### src/inc/gsf_regs.svh
// Function codes, flag bit positions, error codes and thresholds
`ifndef GSF_REGS_SVH
`define GSF_REGS_SVH
`define GSF_FC_MAX_ERROR   8'h0c
`define GSF_FC_FLAGS       8'h2f
`define GSF_FC_FINAL_END_OF_DISCHARGE_FLAG_VOLT   8'h3f
`define GSF_FC_SOFT_RESET  8'h44
`define GSF_FC_BATT_STATUS 8'h16
`define GSF_RESET_KEY      16'h1f49
`define GSF_MAXERR_BLOCK   16'h0002
`define GSF_U_DISPLAY_MODE_SELECT        7
`define GSF_U_CHM          5
`define GSF_U_CC           4
`define GSF_U_OV           2
`define GSF_U_LTF          1
`define GSF_U_OC           0
`define GSF_L_VQ           5
`define GSF_L_WRITE_INHIBIT_FLAG        4
`define GSF_L_VDQ          3
`define GSF_L_STOP_END_OF_DISCHARGE_FLAG         2
`define GSF_L_FIRST_END_OF_DISCHARGE_FLAG         1
`define GSF_L_FINAL_END_OF_DISCHARGE_FLAG         0
`define GSF_UPPER_WMASK    8'hb0
`define GSF_LOWER_WMASK    8'h10
`define GSF_ERR_OK         4'h0
`define GSF_ERR_BUSY       4'h1
`define GSF_ERR_NOTREADY   4'h2
`define GSF_ERR_UNSUP      4'h3
`define GSF_ERR_DENIED     4'h4
`define GSF_ERR_OVERFLOW   4'h5
`define GSF_ERR_BADSIZE    4'h6
`define GSF_ERR_UNKNOWN    4'h7
`define GSF_OC_KNEE_MA     16'h0400
`define GSF_OC_MARGIN_MA   16'h0100
`define GSF_STOP_END_OF_DISCHARGE_FLAG_MA        16'h1806
`define GSF_LTF_SET_DC     16'h0000
`define GSF_LTF_CLR_DC     16'h0032
`define GSF_VQ_MAH         16'h000a
`define GSF_SELF_DIS_MAH   16'h0100
`endif

### src/inc/gsf_pkg.sv
// Types shared by the status-flag bank
package gsf_pkg;
	// One decoded host transaction from the serial front end
	typedef struct packed {
		logic        req;
		logic        wr;
		logic [7:0]  code;
		logic [15:0] data;
		logic        size_ok;
		logic        busy;
		logic        not_ready;
		logic        overflow;
		logic        unknown;
	} gsf_cmd_t;
	// Analog measurements, signed temperature in tenths of a degree
	typedef struct packed {
		logic [15:0]        pack_mv;
		logic [15:0]        charge_mv;
		logic [15:0]        avg_ma;
		logic [15:0]        charge_ma;
		logic [15:0]        dis_ma;
		logic signed [15:0] temp_dc;
		logic [15:0]        first_end_of_discharge_flag_mv;
		logic [15:0]        final_end_of_discharge_flag_mv;
		logic [15:0]        chg_mah;
		logic [15:0]        self_dis_mah;
		logic               charging;
		logic               discharging;
		logic               rm_eq_fcc;
		logic               partial_chg;
	} gsf_meas_t;
	// Reset sequence progress
	typedef enum logic [0:0] {GSF_IDLE, GSF_ARMED} gsf_rst_st_t;
endpackage

### src/core/gsf_flags.sv
// Status-flag bank, error code and software reset of the gas gauge
`timescale 1ns/1ps
`include "gsf_regs.svh"
// Function
// RULE_01 - 0x2f reads upper then lower flag byte
// RULE_02 - Upper bit7 selects absolute or relative display
// RULE_03 - Upper bit5 selects nickel or lithium factors
// RULE_04 - Upper bit4 loads capacity on termination
// RULE_05 - Overvoltage sets 1.05x, clears 5% below
// RULE_06 - Low temp sets below 0, clears above 5
// RULE_07 - Overcurrent: 25% over, or 256mA below 1024mA
// RULE_08 - Overcurrent clears only below 256mA
// RULE_09 - Valid charge: charging plus 10mAh accumulated
// RULE_10 - Write inhibit blocks every register write
// RULE_11 - Host sets inhibit at assembly, verifies it
// RULE_12 - Valid discharge set after full, cleared variously
// RULE_13 - Stop flag follows discharge above 6.15A
// RULE_14 - First EDV flag threshold with hysteresis
// RULE_15 - Final EDV flag threshold with hysteresis
// RULE_16 - 0x3f returns programmed final EDV millivolts
// RULE_17 - Host reset: check inhibit, 0x0c, then 0x44
// RULE_18 - Reset key reloads defaults from EEPROM
// RULE_19 - Codes 0, 3, 7 for ok, unsupported, unknown
// RULE_20 - Codes 4 read-only write, 6 bad size
// RULE_21 - Codes 1 busy, 2 not ready, 5 overflow
// RULE_22 - Error code in status word low nibble
// RULE_23 - Any read after error clears code
// RULE_24 - Reserved flag bits read zero
module gsf_flags (
	input  wire logic              clk,
	input  wire logic              rst,
	input  wire gsf_pkg::gsf_cmd_t  cmd,
	input  wire gsf_pkg::gsf_meas_t meas,
	input  wire logic [15:0]        eeprom_final_end_of_discharge_flag_mv,
	input  wire logic [15:0]        eeprom_flags,
	input  wire logic [15:0]        status_hi,
	output logic [15:0]             rd_data,
	output logic                    rd_valid,
	output logic [3:0]              err_code,
	output logic                    reload_req,
	output logic                    display_mode_select,
	output logic                    chemistry_select,
	output logic                    charge_control_enable
);
	import gsf_pkg::*;

	////////////////////////////////////////////////////////////////
	// Flag state
	logic [7:0]  upper_flag_byte_r;   // EEPROM-loaded upper controls
	logic [7:0]  lower_flag_byte_r;   // EEPROM-loaded lower control
	logic        ov_r, ltf_r, oc_r;   // Measured upper flags
	logic        vq_r, vdq_r, stop_end_of_discharge_flag_r; // Measured lower flags
	logic        first_end_of_discharge_flag_r, final_end_of_discharge_flag_r;
	logic [3:0]  err_r;               // Stored error code
	logic [15:0] max_error_word_r;    // Writable error word
	gsf_rst_st_t rst_st_r;            // Reset sequence state
	logic [15:0] rd_data_r;
	logic        rd_valid_r;
	logic        reload_r;

	////////////////////////////////////////////////////////////////
	// Thresholds; voltages scaled by 20 so 1.05x and 0.95x stay whole,
	// with room for the full 16-bit range so no product can wrap
	wire [21:0] pv20   = 22'(meas.pack_mv) * 22'd20;
	wire [21:0] cv21   = 22'(meas.charge_mv) * 22'd21;
	wire [21:0] cv19   = 22'(meas.charge_mv) * 22'd19;
	wire        ov_hi  = pv20 >= cv21;
	wire        ov_lo  = pv20 < cv19;
	// Current compared as 4x average against 5x charging current
	wire [19:0] ia4    = {2'b00, meas.avg_ma, 2'b00};
	wire [19:0] ic5    = 20'(meas.charge_ma) * 20'd5;
	wire [16:0] ic_mg  = {1'b0, meas.charge_ma}
	                     + {1'b0, `GSF_OC_MARGIN_MA};
	wire        low_ic = meas.charge_ma < `GSF_OC_KNEE_MA;
	// Below the knee a fixed margin replaces the 25% one
	wire        oc_hi  = low_ic ? ({1'b0, meas.avg_ma} > ic_mg)
	                     : (ia4 > ic5);
	wire        oc_lo  = meas.avg_ma < `GSF_OC_MARGIN_MA;
	wire        lt_set = meas.temp_dc < $signed(`GSF_LTF_SET_DC);
	wire        lt_clr = meas.temp_dc > $signed(`GSF_LTF_CLR_DC);
	wire        stop_end_of_discharge_flag_n = meas.dis_ma > `GSF_STOP_END_OF_DISCHARGE_FLAG_MA;
	wire        vq_set = meas.charging && meas.chg_mah >= `GSF_VQ_MAH;
	wire        vq_clr = meas.discharging || !meas.charging;
	wire        first_end_of_discharge_flag_s = meas.pack_mv < meas.first_end_of_discharge_flag_mv && !stop_end_of_discharge_flag_r;
	wire        first_end_of_discharge_flag_c = vq_r && meas.pack_mv > meas.first_end_of_discharge_flag_mv;
	wire        final_end_of_discharge_flag_s = meas.pack_mv < meas.final_end_of_discharge_flag_mv && !stop_end_of_discharge_flag_r;
	wire        final_end_of_discharge_flag_c = vq_r && meas.pack_mv > meas.final_end_of_discharge_flag_mv;
	wire        vdq_s  = meas.discharging && meas.rm_eq_fcc;
	wire        vdq_c  = meas.partial_chg || (first_end_of_discharge_flag_s && lt_set)
	                     || meas.self_dis_mah > `GSF_SELF_DIS_MAH;

	////////////////////////////////////////////////////////////////
	// Host access decode
	wire inhibit   = lower_flag_byte_r[`GSF_L_WRITE_INHIBIT_FLAG];
	wire is_rd     = cmd.req && !cmd.wr;
	wire is_wr     = cmd.req && cmd.wr;
	wire fc_flags  = cmd.code == `GSF_FC_FLAGS;
	wire fc_final_end_of_discharge_flag   = cmd.code == `GSF_FC_FINAL_END_OF_DISCHARGE_FLAG_VOLT;
	wire fc_maxerr = cmd.code == `GSF_FC_MAX_ERROR;
	wire fc_rst    = cmd.code == `GSF_FC_SOFT_RESET;
	wire fc_stat   = cmd.code == `GSF_FC_BATT_STATUS;
	wire known_rd  = fc_flags || fc_final_end_of_discharge_flag || fc_maxerr || fc_stat;
	wire known     = known_rd || fc_rst;
	wire wr_ro     = fc_flags || fc_final_end_of_discharge_flag || fc_stat;
	wire [7:0] up_v = {upper_flag_byte_r[7], 1'b0,
	                   upper_flag_byte_r[5:4], 1'b0, ov_r, ltf_r, oc_r};
	wire [7:0] lo_v = {2'b00, vq_r, inhibit, vdq_r, stop_end_of_discharge_flag_r,
	                   first_end_of_discharge_flag_r, final_end_of_discharge_flag_r}; // RULE_24
	wire [15:0] flag_word = {up_v, lo_v}; // RULE_01
	// Control defaults from the EEPROM; reserved bits never load
	wire [7:0] up_dflt = eeprom_flags[15:8] & `GSF_UPPER_WMASK; // RULE_24
	wire [7:0] lo_dflt = eeprom_flags[7:0] & `GSF_LOWER_WMASK;  // RULE_24

	// Error precedence: busy and not-ready first, front-end overflow and unknown last
	logic [3:0] err_nxt;
	always_comb begin
		err_nxt = err_r;
		if (cmd.req) begin
			if (cmd.busy)
				err_nxt = `GSF_ERR_BUSY;          // RULE_21
			else if (cmd.not_ready)
				err_nxt = `GSF_ERR_NOTREADY;      // RULE_21
			else if (!known)
				err_nxt = `GSF_ERR_UNSUP;         // RULE_19
			else if (is_wr && (wr_ro || (!fc_rst && !fc_maxerr)))
				err_nxt = `GSF_ERR_DENIED;        // RULE_20
			else if (is_rd && fc_rst)
				err_nxt = `GSF_ERR_DENIED;
			else if (is_wr && !cmd.size_ok)
				err_nxt = `GSF_ERR_BADSIZE;       // RULE_20
			else if (cmd.overflow)
				err_nxt = `GSF_ERR_OVERFLOW;      // RULE_21
			else if (cmd.unknown)
				err_nxt = `GSF_ERR_UNKNOWN;       // RULE_19
			else
				err_nxt = `GSF_ERR_OK;            // RULE_19 RULE_23
		end
	end
	wire wr_ok = is_wr && !inhibit && err_nxt == `GSF_ERR_OK; // RULE_10
	wire key_hit = wr_ok && fc_rst && cmd.data == `GSF_RESET_KEY;

	////////////////////////////////////////////////////////////////
	// Measured flags, stop flag without hysteresis; set wins over clear except on vdq_r
	always_ff @(posedge clk) begin
		if (rst || reload_r) begin
			{ov_r, ltf_r, oc_r, vq_r} <= 4'h0;
			{vdq_r, stop_end_of_discharge_flag_r, first_end_of_discharge_flag_r, final_end_of_discharge_flag_r} <= 4'h0;
		end else begin
			ov_r   <= ov_hi ? 1'b1 : (ov_lo ? 1'b0 : ov_r);    // RULE_05
			ltf_r  <= lt_set ? 1'b1 : (lt_clr ? 1'b0 : ltf_r); // RULE_06
			oc_r   <= oc_hi ? 1'b1 : (oc_lo ? 1'b0 : oc_r); // RULE_07 RULE_08
			vq_r   <= vq_set ? 1'b1 : (vq_clr ? 1'b0 : vq_r);  // RULE_09
			stop_end_of_discharge_flag_r <= stop_end_of_discharge_flag_n;                                  // RULE_13
			first_end_of_discharge_flag_r <= first_end_of_discharge_flag_s ? 1'b1 : (first_end_of_discharge_flag_c ? 1'b0 : first_end_of_discharge_flag_r); // RULE_14
			final_end_of_discharge_flag_r <= final_end_of_discharge_flag_s ? 1'b1 : (final_end_of_discharge_flag_c ? 1'b0 : final_end_of_discharge_flag_r); // RULE_15
			vdq_r  <= vdq_c ? 1'b0 : (vdq_s ? 1'b1 : vdq_r);   // RULE_12
		end
	end

	// EEPROM-loaded controls, host-writable error word and the reset sequence
	always_ff @(posedge clk) begin
		if (rst || reload_r) begin
			upper_flag_byte_r <= up_dflt; // RULE_18
			lower_flag_byte_r <= lo_dflt; // RULE_10
			max_error_word_r  <= 16'h0000;
			rst_st_r          <= GSF_IDLE;
		end else if (wr_ok) begin
			if (fc_maxerr) begin
				max_error_word_r <= cmd.data;
				rst_st_r <= (cmd.data != `GSF_MAXERR_BLOCK)
				            ? GSF_ARMED : GSF_IDLE; // RULE_17
			end else if (fc_rst)
				rst_st_r <= GSF_IDLE;
		end
	end

	// Reload pulse, error store and read data
	always_ff @(posedge clk) begin
		if (rst) begin
			reload_r   <= 1'b0;
			err_r      <= `GSF_ERR_OK;
			rd_data_r  <= 16'h0000;
			rd_valid_r <= 1'b0;
		end else begin
			reload_r   <= key_hit && rst_st_r == GSF_ARMED; // RULE_18
			err_r      <= err_nxt;                          // RULE_23
			rd_valid_r <= is_rd && known_rd && !cmd.busy;
			if (is_rd && fc_flags)
				rd_data_r <= flag_word;                     // RULE_01
			else if (is_rd && fc_final_end_of_discharge_flag)
				rd_data_r <= eeprom_final_end_of_discharge_flag_mv;                // RULE_16
			else if (is_rd && fc_maxerr)
				rd_data_r <= max_error_word_r;
			else if (is_rd && fc_stat)
				rd_data_r <= {status_hi[15:4], err_r};      // RULE_22
		end
	end

	assign rd_data               = rd_data_r;
	assign rd_valid              = rd_valid_r;
	assign err_code              = err_r;
	assign reload_req            = reload_r;
	assign display_mode_select   = upper_flag_byte_r[`GSF_U_DISPLAY_MODE_SELECT]; // RULE_02
	assign chemistry_select      = upper_flag_byte_r[`GSF_U_CHM];   // RULE_03
	assign charge_control_enable = upper_flag_byte_r[`GSF_U_CC];    // RULE_04
endmodule

### config.mk
export PLATFORM = sky130hd
export DESIGN_NAME = gsf_flags
export DESIGN_NICKNAME = d
export VERILOG_FILES = /design/src/inc/gsf_pkg.sv /design/src/core/gsf_flags.sv
export VERILOG_INCLUDE_DIRS = /design/src /design/src/inc
export SDC_FILE = /design/constraint.sdc
export NUM_CORES = 1
export LEC_CHECK = 0
export BUFFER_PORTS_ARGS = -buffer_cell sky130_fd_sc_hd__buf_4
export CORE_MARGIN = 3
export CORE_UTILIZATION = 40
export DETAILED_ROUTE_END_ITERATION = 10
export GPL_TIMING_DRIVEN = 1
export PLACE_DENSITY = 0.63
export SLEW_MARGIN = 25
export SYNTH_ARGS = -nofsm -noshare
export SYNTH_HDL_FRONTEND = slang
export SYNTH_SLANG_ARGS = --single-unit
### constraint.sdc
create_clock -name clk -period 11.2 [get_ports clk]
set_input_delay 0.56 -clock clk [delete_from_list [all_inputs] [get_ports clk]]
set_output_delay 0.56 -clock clk [all_outputs]
set_load 0.02 [all_outputs]
Word-level counts from Yosys, hierarchy flattened
Index checks and enable logic that the tools add are counted.
{"block": "op_classes", "add_sub_neg": 1, "mul": 4, "magnitude_cmp": 15, "eq_ne": 7, "mux": 29, "reduce_logical": 56}
{"cell": "$mux W16", "count": 4}
{"cell": "$mul A16 B5 Y21 const B", "count": 2}
{"cell": "$mul A16 B3 Y19 const B", "count": 2}
{"cell": "$gt A16 B16 Y1", "count": 2}
{"cell": "$lt A16 B16 Y1", "count": 2}
{"cell": "$logic_and A1 B1 Y1", "count": 24}
{"cell": "$ge A21 B21 Y1", "count": 1}
{"cell": "$lt A21 B21 Y1", "count": 1}
{"cell": "$mux W3", "count": 7}
{"cell": "$gt A18 B19 Y1", "count": 1}
{"cell": "$add A16 B9 Y17 const B", "count": 1}
{"cell": "$gt A16 B17 Y1", "count": 1}
{"cell": "$eq A16 B13 Y1 const B", "count": 1}
{"cell": "$eq A8 B6 Y1 const B", "count": 2}
{"cell": "$ge A16 B4 Y1 const B", "count": 1}
{"cell": "$gt A16 B13 Y1 const B", "count": 1}
{"cell": "$gt A16 B7 Y1 const B", "count": 1}
{"cell": "$gt A16 B9 Y1 const B", "count": 1}
{"cell": "$lt A16 B1 Y1 const B", "count": 1}
{"cell": "$lt A16 B11 Y1 const B", "count": 1}
{"cell": "$lt A16 B9 Y1 const B", "count": 1}
{"cell": "$mux W1", "count": 16}
{"cell": "$ne A16 B2 Y1 const B", "count": 1}
{"cell": "$reduce_bool A2 Y1", "count": 7}
{"cell": "11 further kinds", "count": 30}
{"block": "word_totals", "register_bits": 51, "input_bits": 245, "output_inout_bits": 25, "word_cells": 129}

Logic depth before layout (Yosys ltp)
{"block": "logic_depth", "word_depth": 15, "mapped_depth": 20, "ltp_nobuf": 20}

Least setup slack after synthesis
Ideal clock, no wire load.
{"block": "synth_path", "path_type": "input to register", "from": "input port meas[133] (netlist bit)", "to": "register ov_r", "setup_time_ns": 0.074, "arrival_ns": 4.200, "path_slack_ns": 6.926, "cell_stages": 17, "path_buffers": 0, "cell_sequence": "ha_1 > ha_1 > xnor2_1 > ha_1 > ha_1 > o21ai_0 > a21oi_1 > o41ai_1 > a31o_2 > or3b_2 > a21oi_1 > xor2_1 > ha_1 > nand4_1 > nor4_1 > o31ai_1 > a31oi_1"}
{"block": "synth_via", "elab_chain_len": 3, "word_cells_on_any_way": 6, "classes_between": "mul: 2; order compare: 2; mux: 1; reduce/logical: 1"}
{"item": "start, declared", "line": "gsf_flags.sv:33", "text": "input wire gsf_pkg::gsf_meas_t meas,"}
{"item": "$mul A16 B5 Y21, on equally long branches", "line": "gsf_flags.sv:65, gsf_flags.sv:66"}
{"item": "$ge A21 B21 Y1 or $lt A21 B21 Y1 (tied branches)", "line": "gsf_flags.sv:67, gsf_flags.sv:68"}
{"item": "$mux W1 or $reduce_bool A2 Y1 (tied branches)"}
{"item": "end signal, assigned", "line": "gsf_flags.sv:149", "text": "ov_r <= ov_hi ? 1'b1 : (ov_lo ? 1'b0 : ov_r);"}
{"item": "end, declared", "line": "gsf_flags.sv:51", "text": "logic ov_r, ltf_r, oc_r;"}
Parallel ways exist; a longest one is shown, timed or not.
A chain may end at the register's enable or synchronous reset.

Worst setup path after layout
Same ends and word-level chain as after synthesis.

==> flow_metrics.py <==
metrics = {
    "worst_setup_path": {
        "crit_top_cell": "ha_1",
        "cp.arrival_ps": 5030,
        "setup.worst_path.end_class": "flop",
        "crit_family": "compound AO/OA/AOI/OAI gates",
        "reg2reg_depth": 5,
        "required_ps": 11430,
        "startpoint_type": "primary input",
        "timing.rr.start": "lower_flag_byte_r[4]$_DFFE_PP_",
        "rrSetupSlack_ps": 9230,
        "crit_type": "in2reg",
        "max_stage_delay_ps": 560,
        "cp.depth": 18,
        "crit_path_end": "ov_r$_SDFFE_PP0P_",
        "reg2reg_to": "max_error_word_r[9]$_SDFFE_PP0P_",
        "worstPathMaxFanout": 7,
        "cp_cell_sequence": "buf_4 > ha_1 > ha_1 > xnor2_1 > ha_1 > ha_1 > o21ai_0 > a21oi_1 > o41ai_1 > a31o_2 > or3b_2 > a21oi_1 > xor2_1 > ha_1 > nand4_1 > nor4_1 > o31ai_1 > a31oi_1",
        "cpMaxStageDelayCell": "o41ai_1",
        "cp-startpoint": "meas[133]",
        "crit_buf_inv": 1,
    },
    "synthesis": {
        "ys_types": 61,
        "syn_nets": 1708,
        "synth_top_area_share_pct": 31.8,
        "yosys.area.top_type": "ha_1",
        "syn_area_um2": 9760,
        "ys_seq_area_share_pct": 10.9,
        "avgSynthCellArea_um2": 8.19,
        "synth.area.top_cells": "ha_1, dfxtp_1, inv_1",
        "synth_common_cells": "ha_1, inv_1, nand2_1",
        "syn_inst": 1192,
        "synth_most_common_cell": "ha_1",
        "ys_ff_latch": 51,
        "yosys_warnings": 0,
        "synth-edff-count": 4,
        "synth_ff_type": "dfxtp_1",
        "synth-async-reset-ratio_pct": 0,
    },
    "final_layout": {
        "syn2layout_area_growth_pct": 24.7,
        "nFillCells": 2278,
        "nNetsFinal": 1950,
        "layout-drive-gt1-share_pct": 19.2,
    },
    "sta": {
        "slew_headroom_pct": 35.6,
        "min_period_over_period_pct": 42.9,
        "final.setup_skew_ps": 9.31,
        "hold_violations": 0,
        "rsz0062_at_grt": "false",
        "finalSetupTns_ps": 0,
        "min_period_ps": 4800,
        "fmax_mhz": 208,
        "finalSetupViolCount": 0,
        "worst_pin_slew_ps": 966,
        "slew_violations": 0,
    },
    "global_routing": {
        "antenna_found_initial": 3,
        "first_global_vias": 9219,
        "grt_max_degree": 38,
        "grt_use_total_pct": 21.2,
        "overflow": 0,
        "grt_first_pass_wirelength_um": 45700,
    },
    "floorplanning": {
        "coreArea_um2": 23800,
        "die_w_um": 162,
        "initial_core_util_pct": 41.1,
        "row_count": 56,
        "die_y_um": 162,
        "die-area_um2": 26300,
        "ios": 270,
    },
    "placement": {
        "io_buffers": 252,
        "dp_hpwl_um": 25000,
        "gp_congestion": 0.929,
    },
    "power": {
        "power_mw": 1.13,
        "vdd_drop_max_mv": 0.0743,
        "p_per_area_nw_per_um2": 93.2,
        "p_leak_nw": 6.36,
    },
    "routing": {
        "dr_total_vias": 9343,
        "ant_nets": 0,
        "met3WireLength_um": 1360,
        "remaining_drc_errors": 0,
        "drtPass1Iterations": 5,
        "via_per_inst": 5.32,
        "wl_met2_um": 14000,
        "top_layer": "met4",
        "drt_iter0_markers": 426,
        "wirelength_um": 28800,
        "wire_per_inst_um": 16.4,
        "met1Wirelength_um": 12800,
    },
    "clocking": {
        "insertion_delay_ps": 300,
        "clock_sinks": 51,
        "cts_max_level": 2,
        "cts_tree": "built",
        "post_cts_resized": 0,
        "post_cts_buffers": 0,
        "numCtsBuffers": 5,
        "cts.clk_slew.worst_paths_ps": 80,
        "root_buffer": "clkbuf_16",
        "ctsHoldBuffers": 0,
        "cts_buffer_depth": 2,
    },
    "worst_hold_path": {
        "hold_path.class": "in2reg",
    },
    "run_status": {
        "status": "complete, no violations",
    },
    "job": {
        "drv_cap": 0,
    },
}
==> flip-flops by register name, summed over array words and instances (netlist names), 3 cells and up <==
name and flops:
upper_flag_byte_r 3, err_code 4, max_error_word_r 16, rd_data 16
==> cells in the final DEF (no fill, tap or decap), drive strengths merged, types with 5 or more instances in the layout <==
cell,n
nand2b,11
ha,248
nor2,55
o21a,22
mux2i,50
and3,7
or4,7
nor4,20
nor2b,18
a21oi,71
xor2,28
o21ai,60
inv,146
fa,23
nand4,22
o21bai,14
or3,10
nor3,25
nand3,19
o31ai,5
dfxtp,47
clkbuf,5
nand2,88
xnor2,34
buf,255
a211oi,18
a21o,43
o211ai,9
a2111oi,6
a31oi,10
==> power breakdown <==
group / switching [mW] / internal [mW]
clock network: 0.0801 / 0.0867
logic: 0.412 / 0.361
registers: 0.00582 / 0.189
total: 0.498 / 0.637
==> cell families (layout without fill, tap and decap cells) <==
kind of cell,count (synthesis),count (layout),synth area share [%]
adder cells (fa/ha/maj),271,271,36.5
multiplexers,50,50,5.13
buffers and inverters,164,407,6.40
other,0,3,0
AO/OA/AOI/OAI,292,292,19.7
XOR/XNOR,62,62,5.56
AND/OR/NAND/NOR,302,302,15.9
flip-flops,51,51,10.9
==> worst register-to-register path, cell delays in order, from the launching register on <==
cell	delay, ps
edfxtp_1	430
or3_1	400
or3_1	350
nor4_4	140
buf_4	330
mux2i_1	240
==> cell type report <==
class	count	area, um^2	share of cell area, %
tap	319	399	3.28
inverter	144	541	4.44
antenna	3	7.51	0.0616
timing repair buffer	255	1910	15.7
clock inverter	3	33.8	0.277
multi-input combinational	977	8100	66.5
sequential	51	1060	8.71
clock buffer	5	125	1.03
==> worst min path at each step <==
stage	start	end	cells after the start
2_1_floorplan	max_error_word_r[0]$_SDFFE_PP0P_	max_error_word_r[0]$_SDFFE_PP0P_	2
3_3_place_gp	max_error_word_r[5]$_SDFFE_PP0P_	max_error_word_r[5]$_SDFFE_PP0P_	2
3_5_place_dp	max_error_word_r[5]$_SDFFE_PP0P_	max_error_word_r[5]$_SDFFE_PP0P_	2
4_1_cts	eeprom_flags[4]	lower_flag_byte_r[4]$_DFFE_PP_	1
5_1_grt	eeprom_flags[15]	upper_flag_byte_r[7]$_DFFE_PP_	1
6_report	eeprom_flags[12]	upper_flag_byte_r[4]$_DFFE_PP_	1
==> routing by layer <==
layer / global-route usage [%] / vias to the layer above
met5: 0 / -
met1: 27.0 / 4274
met3: 2.75 / 25
met4: 6.17 / 0
li1: - / 4824
met2: 37.2 / 220
==> metrics by stage <==
stage / worst slack (ps) / hold WS (ps) / area (um^2) / cells / utilization (%)
after CTS: 6390 / 427 / 12200 / 1754 / 51.2
after detailed placement: 6080 / 448 / 12000 / 1746 / 50.6
after global routing: 6020 / 421 / 12200 / 1757 / 51.3
after floorplan: 6930 / 434 / 9760 / 1192 / -
after global placement: 6130 / 443 / 12000 / 1746 / 50.5
final: 6400 / 432 / 12200 / 1757 / 51.3
Note: power is estimated with default switching activity, not from simulation.
